$ cat src/wdt_pkg.sv
// Package: constants for the watchdog and wake-up block
package wdt_pkg;
  localparam logic [1:0] ADDR_WDOG_CTRL  = 2'h0;
  localparam logic [1:0] ADDR_RST_FLAGS  = 2'h1;
  localparam logic [1:0] ADDR_WAKE_EN    = 2'h2;
  localparam logic [1:0] ADDR_STATUS     = 2'h3;
  localparam logic [7:0] CTRL_RESET      = 8'h53;
  localparam logic [4:0] KEY_ENABLE_A    = 5'h0a;
  localparam logic [4:0] KEY_ENABLE_B    = 5'h15;
  localparam int         KEY_MSB         = 7;
  localparam int         KEY_LSB         = 3;
  localparam int         SEL_MSB         = 2;
  localparam int         LVR_FLAG_BIT    = 2;
  localparam int         SOFT_FLAG_BIT   = 0;
  localparam int         PDF_BIT         = 0;
  localparam int         TOF_BIT         = 1;
  localparam int         ASLEEP_BIT      = 2;
  localparam int         WDOG_CNT_W      = 18;
  // Soft reset delay in ns, and its cycle count at the 10 ns clock
  localparam int         SOFT_RESET_NS   = 100;
  localparam int         CLK_PERIOD_NS   = 10;
  localparam int         SOFT_RESET_CYC  = (SOFT_RESET_NS + CLK_PERIOD_NS - 1) / CLK_PERIOD_NS;
  localparam logic [7:0] SOFT_RESET_CNT  = 8'(SOFT_RESET_CYC);
  typedef enum logic [1:0] {
    RUN_S   = 2'b00,
    SLEEP_S = 2'b01
  } power_e;
endpackage
$ cat src/edge_wake.sv
`timescale 1ns/10ps
// Per-pin falling edge detector gated by the wake enable bits
module edge_wake #(
  parameter int WIDTH = 8
) (
  input  wire logic             mclk,
  input  wire logic             nrst,
  input  wire logic [WIDTH-1:0] pins,
  input  wire logic [WIDTH-1:0] wakeEn,
  output logic                  wakeHit
);
  logic [WIDTH-1:0] prev_reg;
  logic [WIDTH-1:0] fall;

  genvar i;
  generate
    for (i = 0; i < WIDTH; i++) begin : g_pin
      assign fall[i] = prev_reg[i] & ~pins[i] & wakeEn[i];
    end
  endgenerate

  assign wakeHit = |fall;

  always_ff @(posedge mclk or negedge nrst) begin
    if (!nrst) begin
      prev_reg <= '1;
    end else begin
      prev_reg <= pins;
    end
  end
endmodule

$ cat src/slow_tick.sv
`timescale 1ns/10ps
// Rising edge detector for the low-speed oscillator, sampled on mclk
module slow_tick (
  input  wire logic mclk,
  input  wire logic nrst,
  input  wire logic slowOsc,
  output logic      tick
);
  logic last_reg;

  assign tick = slowOsc & ~last_reg;

  always_ff @(posedge mclk or negedge nrst) begin
    if (!nrst) begin
      last_reg <= 1'b0;
    end else begin
      last_reg <= slowOsc;
    end
  end
endmodule

$ cat src/watchdog_wakeup_reset.sv
`timescale 1ns/10ps
// Watchdog timer with key-field reset, reset cause flags and sleep wake-up control

// Functional notes
// - In sleep, wake on enabled port falling edge, interrupt, or watchdog overflow.
// - Stop instruction enters power-down and sets the power-down flag.
// - Power-down flag clears only at power-up or clear-watchdog instruction.
// - Overflow in sleep sets time-out flag, resets only PC and stack pointer.
// - Each port pin has a wake enable; pin wake resumes after stop.
// - Disabled interrupt or full stack: resume after stop, service later.
// - Enabled interrupt with stack not full: normal interrupt response on wake.
// - Interrupt already pending on entering sleep cannot wake the device.
// - Counter runs from low-speed oscillator, divided by 2^8 to 2^18.
// - Watchdog enabled only while key field is 01010B or 10101B.
// - Other key values cause delayed device reset and set soft-reset flag.
// - Key field holds 01010B after power-on.
// - Select 000..110 gives 2^8,2^10,2^12,2^14,2^15,2^16,2^17.
// - Soft-reset flag set by key reset, cleared only at power-up or by program write.
// - Time-out while running gives full reset and sets time-out flag.
// - Counter cleared by key reset, clear-watchdog instruction, or stop.
// - Power-on reset sets the program counter to zero.
// - Low supply while running gives full reset, a distinct reset type.
// - Entering sleep sets power-down, clears time-out and clears the counter.
module watchdog_wakeup_reset
  import wdt_pkg::*;
#(
  parameter int PINS = 8
) (
  input  wire logic            mclk,
  input  wire logic            nrst,
  input  wire logic [1:0]      addr,
  input  wire logic [7:0]      wdata,
  input  wire logic            wstrobe,
  input  wire logic            rstrobe,
  output logic      [7:0]      rdata,
  input  wire logic            slowOsc,
  input  wire logic            stopInstr,
  input  wire logic            clearWdogInstr,
  input  wire logic [PINS-1:0] portPins,
  input  wire logic            intRequest,
  input  wire logic            intEnabled,
  input  wire logic            stackFull,
  input  wire logic            lowVoltage,
  output logic                 cpuRun,
  output logic                 intVectorNow,
  output logic                 resumeAfterStop,
  output logic                 fullReset,
  output logic                 pcSpReset,
  output logic                 powerDownFlag,
  output logic                 timeoutStatusFlag
);
  logic [7:0]            ctrl_reg, ctrl_next;
  logic                  lvrFlag_reg, lvrFlag_next;
  logic                  softFlag_reg, softFlag_next;
  logic [PINS-1:0]       wakeEn_reg, wakeEn_next;
  logic                  pdf_reg, pdf_next;
  logic                  tof_reg, tof_next;
  power_e                mode_reg, mode_next;
  logic                  intMask_reg, intMask_next;
  logic [WDOG_CNT_W-1:0] cnt_reg, cnt_next;
  logic [7:0]            softCnt_reg, softCnt_next;
  logic                  softPend_reg, softPend_next;
  logic [7:0]            rdata_reg, rdata_next;
  logic                  cpuRun_reg, cpuRun_next;
  logic                  intVec_reg, intVec_next;
  logic                  resume_reg, resume_next;
  logic                  fullRst_reg, fullRst_next;
  logic                  pcSp_reg, pcSp_next;

  logic                  pinWake;
  logic                  tick;
  logic                  keyOk;
  logic                  overflow;
  logic [4:0]            divExp;
  logic                  ctrlWrite;

  edge_wake #(.WIDTH(PINS)) u_edge (
    .mclk    (mclk),
    .nrst    (nrst),
    .pins    (portPins),
    .wakeEn  (wakeEn_reg),
    .wakeHit (pinWake)
  );

  slow_tick u_tick (
    .mclk    (mclk),
    .nrst    (nrst),
    .slowOsc (slowOsc),
    .tick    (tick)
  );

  assign keyOk     = (ctrl_reg[KEY_MSB:KEY_LSB] == KEY_ENABLE_A) ||
                     (ctrl_reg[KEY_MSB:KEY_LSB] == KEY_ENABLE_B);
  assign ctrlWrite = wstrobe && (addr == ADDR_WDOG_CTRL);

  // Period exponent per select code
  always_comb begin
    unique case (ctrl_reg[SEL_MSB:0])
      3'h0: divExp = 5'h08;
      3'h1: divExp = 5'h0a;
      3'h2: divExp = 5'h0c;
      3'h3: divExp = 5'h0e;
      3'h4: divExp = 5'h0f;
      3'h5: divExp = 5'h10;
      3'h6: divExp = 5'h11;
      3'h7: divExp = 5'h12;
    endcase
  end

  // Overflow when the count reaches 2^exp - 1 on a slow tick
  assign overflow = keyOk && tick &&
                    (cnt_reg == WDOG_CNT_W'((19'h1 << divExp) - 19'h1));

  always_comb begin
    ctrl_next     = ctrl_reg;
    lvrFlag_next  = lvrFlag_reg;
    softFlag_next = softFlag_reg;
    wakeEn_next   = wakeEn_reg;
    pdf_next      = pdf_reg;
    tof_next      = tof_reg;
    mode_next     = mode_reg;
    intMask_next  = intMask_reg;
    cnt_next      = cnt_reg;
    softCnt_next  = softCnt_reg;
    softPend_next = softPend_reg;
    rdata_next    = 8'h00;
    intVec_next   = 1'b0;
    resume_next   = 1'b0;
    fullRst_next  = 1'b0;
    pcSp_next     = 1'b0;

    // Register writes
    if (wstrobe) begin
      unique case (addr)
        ADDR_WDOG_CTRL: ctrl_next = wdata;
        ADDR_RST_FLAGS: begin
          lvrFlag_next  = wdata[LVR_FLAG_BIT];
          softFlag_next = wdata[SOFT_FLAG_BIT];
        end
        ADDR_WAKE_EN:   wakeEn_next = wdata[PINS-1:0];
        ADDR_STATUS:    ;
      endcase
    end

    // Watchdog counter
    if (tick && keyOk) begin
      cnt_next = cnt_reg + 1'b1;
    end
    if (clearWdogInstr && mode_reg == RUN_S) begin
      cnt_next = '0;
      pdf_next = 1'b0;
      tof_next = 1'b0;
    end

    // Bad key: delayed soft reset
    if (ctrlWrite && !((wdata[KEY_MSB:KEY_LSB] == KEY_ENABLE_A) ||
                       (wdata[KEY_MSB:KEY_LSB] == KEY_ENABLE_B))) begin
      cnt_next = '0;
    end
    if (!keyOk && !softPend_reg) begin
      softPend_next = 1'b1;
      softCnt_next  = SOFT_RESET_CNT;
    end else if (softPend_reg) begin
      if (softCnt_reg == 8'h00) begin
        fullRst_next  = 1'b1;
        softFlag_next = 1'b1;
        softPend_next = 1'b0;
        ctrl_next     = CTRL_RESET;
        cnt_next      = '0;
        mode_next     = RUN_S;
        intMask_next  = 1'b0;
      end else begin
        softCnt_next = softCnt_reg - 8'h01;
      end
    end

    unique case (mode_reg)
      RUN_S: begin
        if (stopInstr) begin
          mode_next    = SLEEP_S;
          pdf_next     = 1'b1;
          tof_next     = 1'b0;
          cnt_next     = '0;
          intMask_next = intRequest;
        end else if (overflow) begin
          fullRst_next = 1'b1;
          tof_next     = 1'b1;
          cnt_next     = '0;
        end
      end
      SLEEP_S: begin
        if (!intRequest) begin
          intMask_next = 1'b0;
        end
        if (overflow) begin
          mode_next = RUN_S;
          tof_next  = 1'b1;
          pcSp_next = 1'b1;
          cnt_next  = '0;
        end else if (intRequest && !intMask_reg) begin
          mode_next = RUN_S;
          if (intEnabled && !stackFull) begin
            intVec_next = 1'b1;
          end else begin
            resume_next = 1'b1;
          end
        end else if (pinWake) begin
          mode_next   = RUN_S;
          resume_next = 1'b1;
        end
      end
      default: mode_next = RUN_S;
    endcase

    // Low voltage reset only acts while running
    if (lowVoltage && mode_reg == RUN_S) begin
      fullRst_next = 1'b1;
      lvrFlag_next = 1'b1;
      ctrl_next    = CTRL_RESET;
      cnt_next     = '0;
      softPend_next = 1'b0;
    end

    if (rstrobe) begin
      unique case (addr)
        ADDR_WDOG_CTRL: rdata_next = ctrl_reg;
        ADDR_RST_FLAGS: rdata_next = {5'h00, lvrFlag_reg, 1'b0, softFlag_reg};
        ADDR_WAKE_EN:   rdata_next = 8'(wakeEn_reg);
        ADDR_STATUS:    rdata_next = {5'h00, mode_reg == SLEEP_S, tof_reg, pdf_reg};
      endcase
    end
  end

  assign cpuRun_next = (mode_next == RUN_S);

  always_ff @(posedge mclk or negedge nrst) begin
    if (!nrst) begin
      ctrl_reg     <= CTRL_RESET;
      lvrFlag_reg  <= 1'b0;
      softFlag_reg <= 1'b0;
      wakeEn_reg   <= '0;
      pdf_reg      <= 1'b0;
      tof_reg      <= 1'b0;
      mode_reg     <= RUN_S;
      intMask_reg  <= 1'b0;
      cnt_reg      <= '0;
      softCnt_reg  <= 8'h00;
      softPend_reg <= 1'b0;
      rdata_reg    <= 8'h00;
      cpuRun_reg   <= 1'b1;
      intVec_reg   <= 1'b0;
      resume_reg   <= 1'b0;
      fullRst_reg  <= 1'b0;
      pcSp_reg     <= 1'b1;
    end else begin
      ctrl_reg     <= ctrl_next;
      lvrFlag_reg  <= lvrFlag_next;
      softFlag_reg <= softFlag_next;
      wakeEn_reg   <= wakeEn_next;
      pdf_reg      <= pdf_next;
      tof_reg      <= tof_next;
      mode_reg     <= mode_next;
      intMask_reg  <= intMask_next;
      cnt_reg      <= cnt_next;
      softCnt_reg  <= softCnt_next;
      softPend_reg <= softPend_next;
      rdata_reg    <= rdata_next;
      cpuRun_reg   <= cpuRun_next;
      intVec_reg   <= intVec_next;
      resume_reg   <= resume_next;
      fullRst_reg  <= fullRst_next;
      pcSp_reg     <= pcSp_next;
    end
  end

  assign rdata             = rdata_reg;
  assign cpuRun            = cpuRun_reg;
  assign intVectorNow      = intVec_reg;
  assign resumeAfterStop   = resume_reg;
  assign fullReset         = fullRst_reg;
  assign pcSpReset         = pcSp_reg;
  assign powerDownFlag     = pdf_reg;
  assign timeoutStatusFlag = tof_reg;

  stop_sets_pdf_a: assert property (@(posedge mclk) disable iff (!nrst)
    (mode_reg == RUN_S && stopInstr) |=> (powerDownFlag && !timeoutStatusFlag && !cpuRun))
    else $error("stop did not enter power-down");
  clr_pdf_a: assert property (@(posedge mclk) disable iff (!nrst)
    $fell(powerDownFlag) |-> $past(clearWdogInstr))
    else $error("power-down flag cleared without clear instruction");
  sleep_wdt_a: assert property (@(posedge mclk) disable iff (!nrst)
    (mode_reg == SLEEP_S && overflow) |=> (pcSpReset && !fullReset && timeoutStatusFlag))
    else $error("sleep overflow wrong reset");
  int_wake_a: assert property (@(posedge mclk) disable iff (!nrst)
    (mode_reg == SLEEP_S && !overflow && intRequest && !intMask_reg && intEnabled
     && !stackFull) |=> intVectorNow)
    else $error("interrupt wake missed vector");
  pend_int_a: assert property (@(posedge mclk) disable iff (!nrst)
    (mode_reg == RUN_S && stopInstr && intRequest) ##1 (intRequest && !pinWake && !overflow)
    |=> !cpuRun)
    else $error("pending interrupt woke device");
  key_enable_a: assert property (@(posedge mclk) disable iff (!nrst)
    !keyOk |-> ##1 (cnt_reg == $past(cnt_reg) || cnt_reg == '0))
    else $error("counter ran with bad key");
  soft_rst_a: assert property (@(posedge mclk) disable iff (!nrst)
    (!keyOk && !softPend_reg && !lowVoltage) |-> ##[1:20] (fullReset && softFlag_reg))
    else $error("bad key did not reset");
  run_timeout_a: assert property (@(posedge mclk) disable iff (!nrst)
    (mode_reg == RUN_S && overflow && !stopInstr) |=> (fullReset && timeoutStatusFlag))
    else $error("run overflow did not reset");
endmodule

$ cat config.mk
export PLATFORM = sky130hd
export DESIGN_NAME = watchdog_wakeup_reset
export DESIGN_NICKNAME = d
export VERILOG_FILES = /design/src/wdt_pkg.sv /design/src/edge_wake.sv /design/src/slow_tick.sv /design/src/watchdog_wakeup_reset.sv
export SDC_FILE = /design/constraint.sdc
export NUM_CORES = 1
export LEC_CHECK = 0
export BUFFER_PORTS_ARGS = -buffer_cell sky130_fd_sc_hd__buf_2
export CORE_MARGIN = 5
export CORE_UTILIZATION = 60
export CTS_BUF_LIST = sky130_fd_sc_hd__clkbuf_2 sky130_fd_sc_hd__clkbuf_4 sky130_fd_sc_hd__clkbuf_8
export CTS_CLUSTER_SIZE = 25
export DETAILED_ROUTE_END_ITERATION = 8
export PLACE_DENSITY = 0.82
export RECOVER_POWER = 25
export SYNTH_ARGS = -nofsm -noshare
export SYNTH_HDL_FRONTEND = slang
export SYNTH_HIERARCHICAL = 1
export SYNTH_SLANG_ARGS = --single-unit
$ cat constraint.sdc
create_clock -name mclk -period 6.7 [get_ports mclk]
set_input_delay 2.01 -clock mclk [delete_from_list [all_inputs] [get_ports mclk]]
set_output_delay 2.01 -clock mclk [all_outputs]
set_load 0.01 [all_outputs]
* Word level (Yosys, flattened, before mapping) *
Memories as Yosys holds them, arrays and structs flattened.
Cells that the tools add are included.

storage, ports and cells
  memories kept = 1
  bits of input ports = 29
  ROM bits = 40
  output and inout port bits = 15
  word-level logic and storage cells = 159
  register bits = 72

cells by class
  mux-type cells = 72
  shift-type cells = 1
  equality and inequality tests = 10
  add/subtract/negate cells = 3
  reduce and logical (&&, ||, !) cells = 27
  bitwise logic cells = 26

memory list
  name             depth  width  rd ports  clocked after memory_dff  wr ports  RTL line                     source
  (no name shown)  8      5      1         0                         0         watchdog_wakeup_reset.sv:98  unique case (ctrl_reg[SEL_MSB:0])

operators with widths
  cell                   count
  $mux 18                9
  $mux 8                 10
  $mux 1                 41
  $pmux 18 s2            1
  $pmux 8 s4             1
  $add 18x1->18 const B  1
  $eq 18x18->1           1
  $shl 1x5->18 const A   1
  $sub 18x1->18 const B  1
  $and 1x1->1            17
  $mux 2                 7
  $eq 5x4->1 const B     2
  $eq 5x5->1 const B     2
  $logic_and 1x1->1      9
  $not 1->1              9
  $logic_not 8->1        1
  $reduce_or 8->1        1
  $sub 8x1->8 const B    1
  $logic_not 2->1        3
  $reduce_and 2->1       3
  $reduce_bool 2->1      3
  $logic_not 1->1        5
  $eq 2x1->1 const B     2
  $eq 2x2->1 const B     2
  4 further kinds        6

* Depth between registers and ports, before layout *
  depth in word-level cells = 13
  gate-level depth with buffers = 10
  depth with buffers taken out = 8

* By module *
The synthesis kept the hierarchy.

by module, submodules not included
  module                 instances  cells an instance  area an instance (um^2)
  watchdog_wakeup_reset  1          322                3260.6
  edge_wake              1          23                 276.5
  slow_tick              1          2                  38.8

* Worst setup path before layout *
No wires, ideal clock.

  path kind = input port to flip-flop
  start point = in slowOsc
  end point = reg cnt_reg[11]
  slack = 3099 ps
  path buffers = 1
  data required time = 6581 ps
  cell stages on the path = 7
  setup time = 119 ps
  arrival = 3481 ps
  path through = nor2b_4 -> nand4b_1 -> o22ai_2 -> o2111ai_1 -> o31ai_4 -> buf_6 -> nor2_2

between the ends
  word-level cells in the longest chain between the ends = 12

ends and longest elaborated chain
  element                RTL line                                                    source
  from (decl)            watchdog_wakeup_reset.sv:36                                 input wire logic slowOsc,
  $and 1x1->1 (*)        slow_tick.sv:11                                             assign tick = slowOsc & ~last_reg;
  $logic_and 1x1->1 (*)  watchdog_wakeup_reset.sv:111, watchdog_wakeup_reset.sv:146
  $mux 18                watchdog_wakeup_reset.sv:146                                if (tick && keyOk) begin
  $mux 18                watchdog_wakeup_reset.sv:149                                if (clearWdogInstr && mode_reg == RUN_S) begin
  $mux 18                watchdog_wakeup_reset.sv:156                                if (ctrlWrite && !((wdata[KEY_MSB:KEY_LSB] == KEY_ENABLE_A) ||
  $mux 18                watchdog_wakeup_reset.sv:164                                if (softCnt_reg == 8'h00) begin
  $mux 18                watchdog_wakeup_reset.sv:163                                end else if (softPend_reg) begin
  $mux 18                watchdog_wakeup_reset.sv:160                                if (!keyOk && !softPend_reg) begin
  $mux 18                watchdog_wakeup_reset.sv:185, watchdog_wakeup_reset.sv:195
  $mux 18                watchdog_wakeup_reset.sv:179                                if (stopInstr) begin
  $pmux 18 s2 (*)        watchdog_wakeup_reset.sv:177                                unique case (mode_reg)
  $mux 18 (*)            watchdog_wakeup_reset.sv:216                                if (lowVoltage && mode_reg == RUN_S) begin
  net cnt_next[11]       watchdog_wakeup_reset.sv:60                                 logic [WDOG_CNT_W-1:0] cnt_reg, cnt_next;
  to (signal assigned)   watchdog_wakeup_reset.sv:264                                cnt_reg <= cnt_next;
  to (decl)              watchdog_wakeup_reset.sv:60

The timed path passes the listed nets; every way through them passes the cells marked *.
A chain may end at the register's enable or synchronous reset.

* Final worst setup path *
  start point = in slowOsc
  end point = reg cnt_reg[4]

between the ends
  word-level cells in the longest chain between the ends = 12

ends and longest elaborated chain
  element                RTL line                                                    source
  $and 1x1->1 (*)        slow_tick.sv:11
  net tick               watchdog_wakeup_reset.sv:71                                 logic tick;
  $logic_and 1x1->1 (*)  watchdog_wakeup_reset.sv:111, watchdog_wakeup_reset.sv:146
  $mux 18                watchdog_wakeup_reset.sv:146
  $mux 18                watchdog_wakeup_reset.sv:149
  $mux 18                watchdog_wakeup_reset.sv:156
  $mux 18                watchdog_wakeup_reset.sv:164
  $mux 18                watchdog_wakeup_reset.sv:163
  $mux 18                watchdog_wakeup_reset.sv:160
  $mux 18                watchdog_wakeup_reset.sv:185, watchdog_wakeup_reset.sv:195
  $mux 18                watchdog_wakeup_reset.sv:179
  $pmux 18 s2 (*)        watchdog_wakeup_reset.sv:177
  $mux 18 (*)            watchdog_wakeup_reset.sv:216
  net cnt_next[4]        watchdog_wakeup_reset.sv:60

Marked as above.

==> results.toml <==
[yosys]
yosys-top-cells-area = "sky130_fd_sc_hd__dfrtp_1 41%, sky130_fd_sc_hd__dfstp_2 10%, sky130_fd_sc_hd__nand2_1 5.4%"
postSynthCellCount = 347
postSynth.asyncResetShare_pct = 100
netlist_top_cells_count = "58 x sky130_fd_sc_hd__dfrtp_1, 51 x sky130_fd_sc_hd__nand2_1, 34 x sky130_fd_sc_hd__nor2_1, 14 x sky130_fd_sc_hd__dfstp_2"
postSynthAreaPerCell_sq_um = 10.3
seq_area_frac_synth_pct = 50.9
synth_seq_cells = 72
synth_flop_cell = "sky130_fd_sc_hd__dfrtp_1"
synth_top_area_share_pct = 40.6
synth_warnings = 6
synthMostInstantiatedCell = "sky130_fd_sc_hd__dfrtp_1"
synthDominantAreaCellType = "sky130_fd_sc_hd__dfrtp_1"
synth_edf_count = 0
synth.net_count = 380
mappedNetlistArea_sq_um = 3580
unique_cell_type_count_in_the_yosys_netlist = 59

[setup_path]
worst-endpoint-arrival_ns = 4.12
cp.buffers_inverters = 1
timing.critical_path.max_delay_family = "compound AO/OA/AOI/OAI gates"
worst-path-max-fanout = 18
setup.worst_path.start_class = "primary input"
timing.critical_path.slowest_cell_delay_ns = 0.87
critical_path_data_required_time_ns = 6.88
criticalPathCategory = "in2reg"
critical_path.cell_chain = "clkbuf_1 -> nor2b_4 -> nand4b_1 -> o22ai_2 -> o2111ai_1 -> o31ai_4 -> nor2_1"
cpMaxStageDelayCell = "sky130_fd_sc_hd__o31ai_4"
crit_end_category = "register"

[routing]
first_pass_iters = 4
detail_route.iter0.violations = 164
ant_nets = 0
finalWirelength_mm = 7.61
viasPerCell = 5.76
routed-via-count = 2734
route.detailed.wl_per_inst_um = 16.0
drc = 0

[clocking]
tritoncts = "built"
clock_insertion_delay_worst_skew_ns = 0.35
htreeDepth = 3
number_of_clock_buffers_inserted_by_tritoncts = 9
postCtsSetupBuffers = 0
ctsRootBufferMaster = "sky130_fd_sc_hd__clkbuf_8"
cts.sinks = 72
postCtsHoldBufs = 0
cts_resized = 0
clockBufferDepth = 2
clk_pin_slew_worst_paths_ns = 0.08

[grt]
maximum_number_of_pins_on_one_net_before_global_route_repair = 73
grt-ovfl-total = 0
grt_pass1_vias = 2753
grt_first_pass_wirelength_mm = 12.6
antenna_found_initial = 0
grt_util_all_layers_pct = 21.1

[place]
place_area_sq_um = 3850
finalWeightedCongestion = 0.818
io_buffer_count = 43
place_inst = 459
dpl.hpwl_mm = 5.55

[finish]
antenna_cells_inserted = 0
instances_no_fill = 475
area.growth.synth_to_final_pct = 13.1
sequential_cell_area_sq_um = 1820
largest_reg_flops = 18
final_layout_size_suffix_gt1_share_pct = 23.0
multiInputGateArea_sq_um = 1690
finalInstanceArea_sq_um = 4040
fillerInstances = 458
finalNetCount = 428
share_of_the_core_filled_with_cells_pct = 69.1

[timing]
slew_headroom_pct = 25.3
measured_slew_at_the_worst_slew_check_pin_ns = 1.12
period_needed_ns = 3.94
sum_of_negative_setup_slack_ns = 0
maximum_frequency_from_static_timing_analysis_ghz = 0.254
finalSetupViolCount = 0
rsz_0062_raised_after_global_routing = "no"
finClkSkew_ns = 0.0146
fin_hold_ws_ns = 0.504
report.final.slew_viol_count = 0
final_critical_path_share_of_the_clock_period_pct = 58.9
finalHoldViolCount = 0

[min_path]
hp-class = "reg2reg"

[power]
power_density_nw_per_um2 = 278
ir_drop_worst_vdd_uv = 159
leakage_power_summed_over_all_cells_nw = 1.81

[floorplan]
core_area_sq_um = 5850
pin_count = 44
initial_core_util_pct = 61.1
core.rowCount = 28
die-area_sq_um = 7600
die_h_um = 87.2
die_w_um = 87.2

[outcome]
status = "complete, no violations"

[job]
max_capacitance_violation_count = 0
-- worst min-delay path: stages, from the launching register on --
cell,delay (ns)
sky130_fd_sc_hd__dfrtp_1,0.34
sky130_fd_sc_hd__mux2i_1,0.07
sky130_fd_sc_hd__nand2_1,0.06
-- stage by stage --
| stage | power [W] | worst slack [ns] |
|---|---|---|
| finish | 0.00113 | 2.76 |
| global route | 0.00119 | 2.56 |
| CTS | 0.00113 | 2.75 |
| detailed placement | 0.000784 | 2.41 |
| global placement | 0.000771 | 2.53 |
| floorplan | 0.000712 | 3.10 |
-- power by group --
group	leakage, nW	switching [W]	internal (W)
clock	0.105	0.000174	0.000176
combinational	0.801	0.000127	0.000101
sequential	0.900	0.0000530	0.000494
total	1.81	0.000354	0.000771
-- routing by layer --
metal / vias up / track usage, % / part of all wire (%)
li1: 1307 / - / -
met1: 1357 / 26.6 / 43
met2: 61 / 36.2 / 51
met3: 9 / 3.97 / 4.7
met4: 0 / 7.67 / 0.92
met5: - / 0 / 0
-- cell families after synthesis --
kind of cell / synth area share (%)
AOI/OAI and AO/OA: 7.28
xor gates and xnor gates: 5.88
adders and majority gates: 1.40
buffers and inverters: 1.99
DFF: 50.9
muxes: 6.93
other: 0.105
and+or+nand+nor: 25.5
-- final timing paths --
check,from,end,slack [ns],depth (start not counted)
worst max register to register,ctrl_reg[0],cnt_reg[4],3.52,8
worst max-delay path,slowOsc,cnt_reg[4],2.76,7
worst min-delay path,lvrFlag_reg,lvrFlag_reg,0.50,2
worst min register to register,lvrFlag_reg,lvrFlag_reg,0.50,2
min in group asynchronous,nrst,wakeEn_reg[5],1.87,2
max in group asynchronous,nrst,cnt_reg[14],4.24,2
-- cell type report --
| type | instances | area share [%] |
|---|---|---|
| Tap cell | 75 | 2.32 |
| Multi-Input combinational cell | 259 | 41.7 |
| Timing Repair Buffer | 44 | 5.23 |
| Inverter | 9 | 0.836 |
| Clock inverter | 7 | 1.86 |
| Sequential cell | 72 | 45.0 |
| Clock buffer | 9 | 3.06 |
-- cell usage in the layout, fill, tap and decap left out, drive strengths merged, types with 4 or more instances in the layout --
| cell type | n |
|---|---|
| dfrtp | 58 |
| nand2 | 51 |
| nor2 | 44 |
| buf | 35 |
| clkbuf | 18 |
| dfstp | 14 |
| nand3 | 13 |
| xnor2 | 13 |
| inv | 13 |
| xor2 | 11 |
| mux2 | 10 |
| mux2i | 9 |
| nor3 | 9 |
| nand2b | 8 |
| a21oi | 8 |
| and3 | 7 |
| o21ai | 7 |
| o22ai | 6 |
| nor3b | 5 |
| nor2b | 5 |
| nor4 | 5 |
| and2 | 4 |
| ha | 4 |
Note: power is estimated with default switching activity, not from simulation.
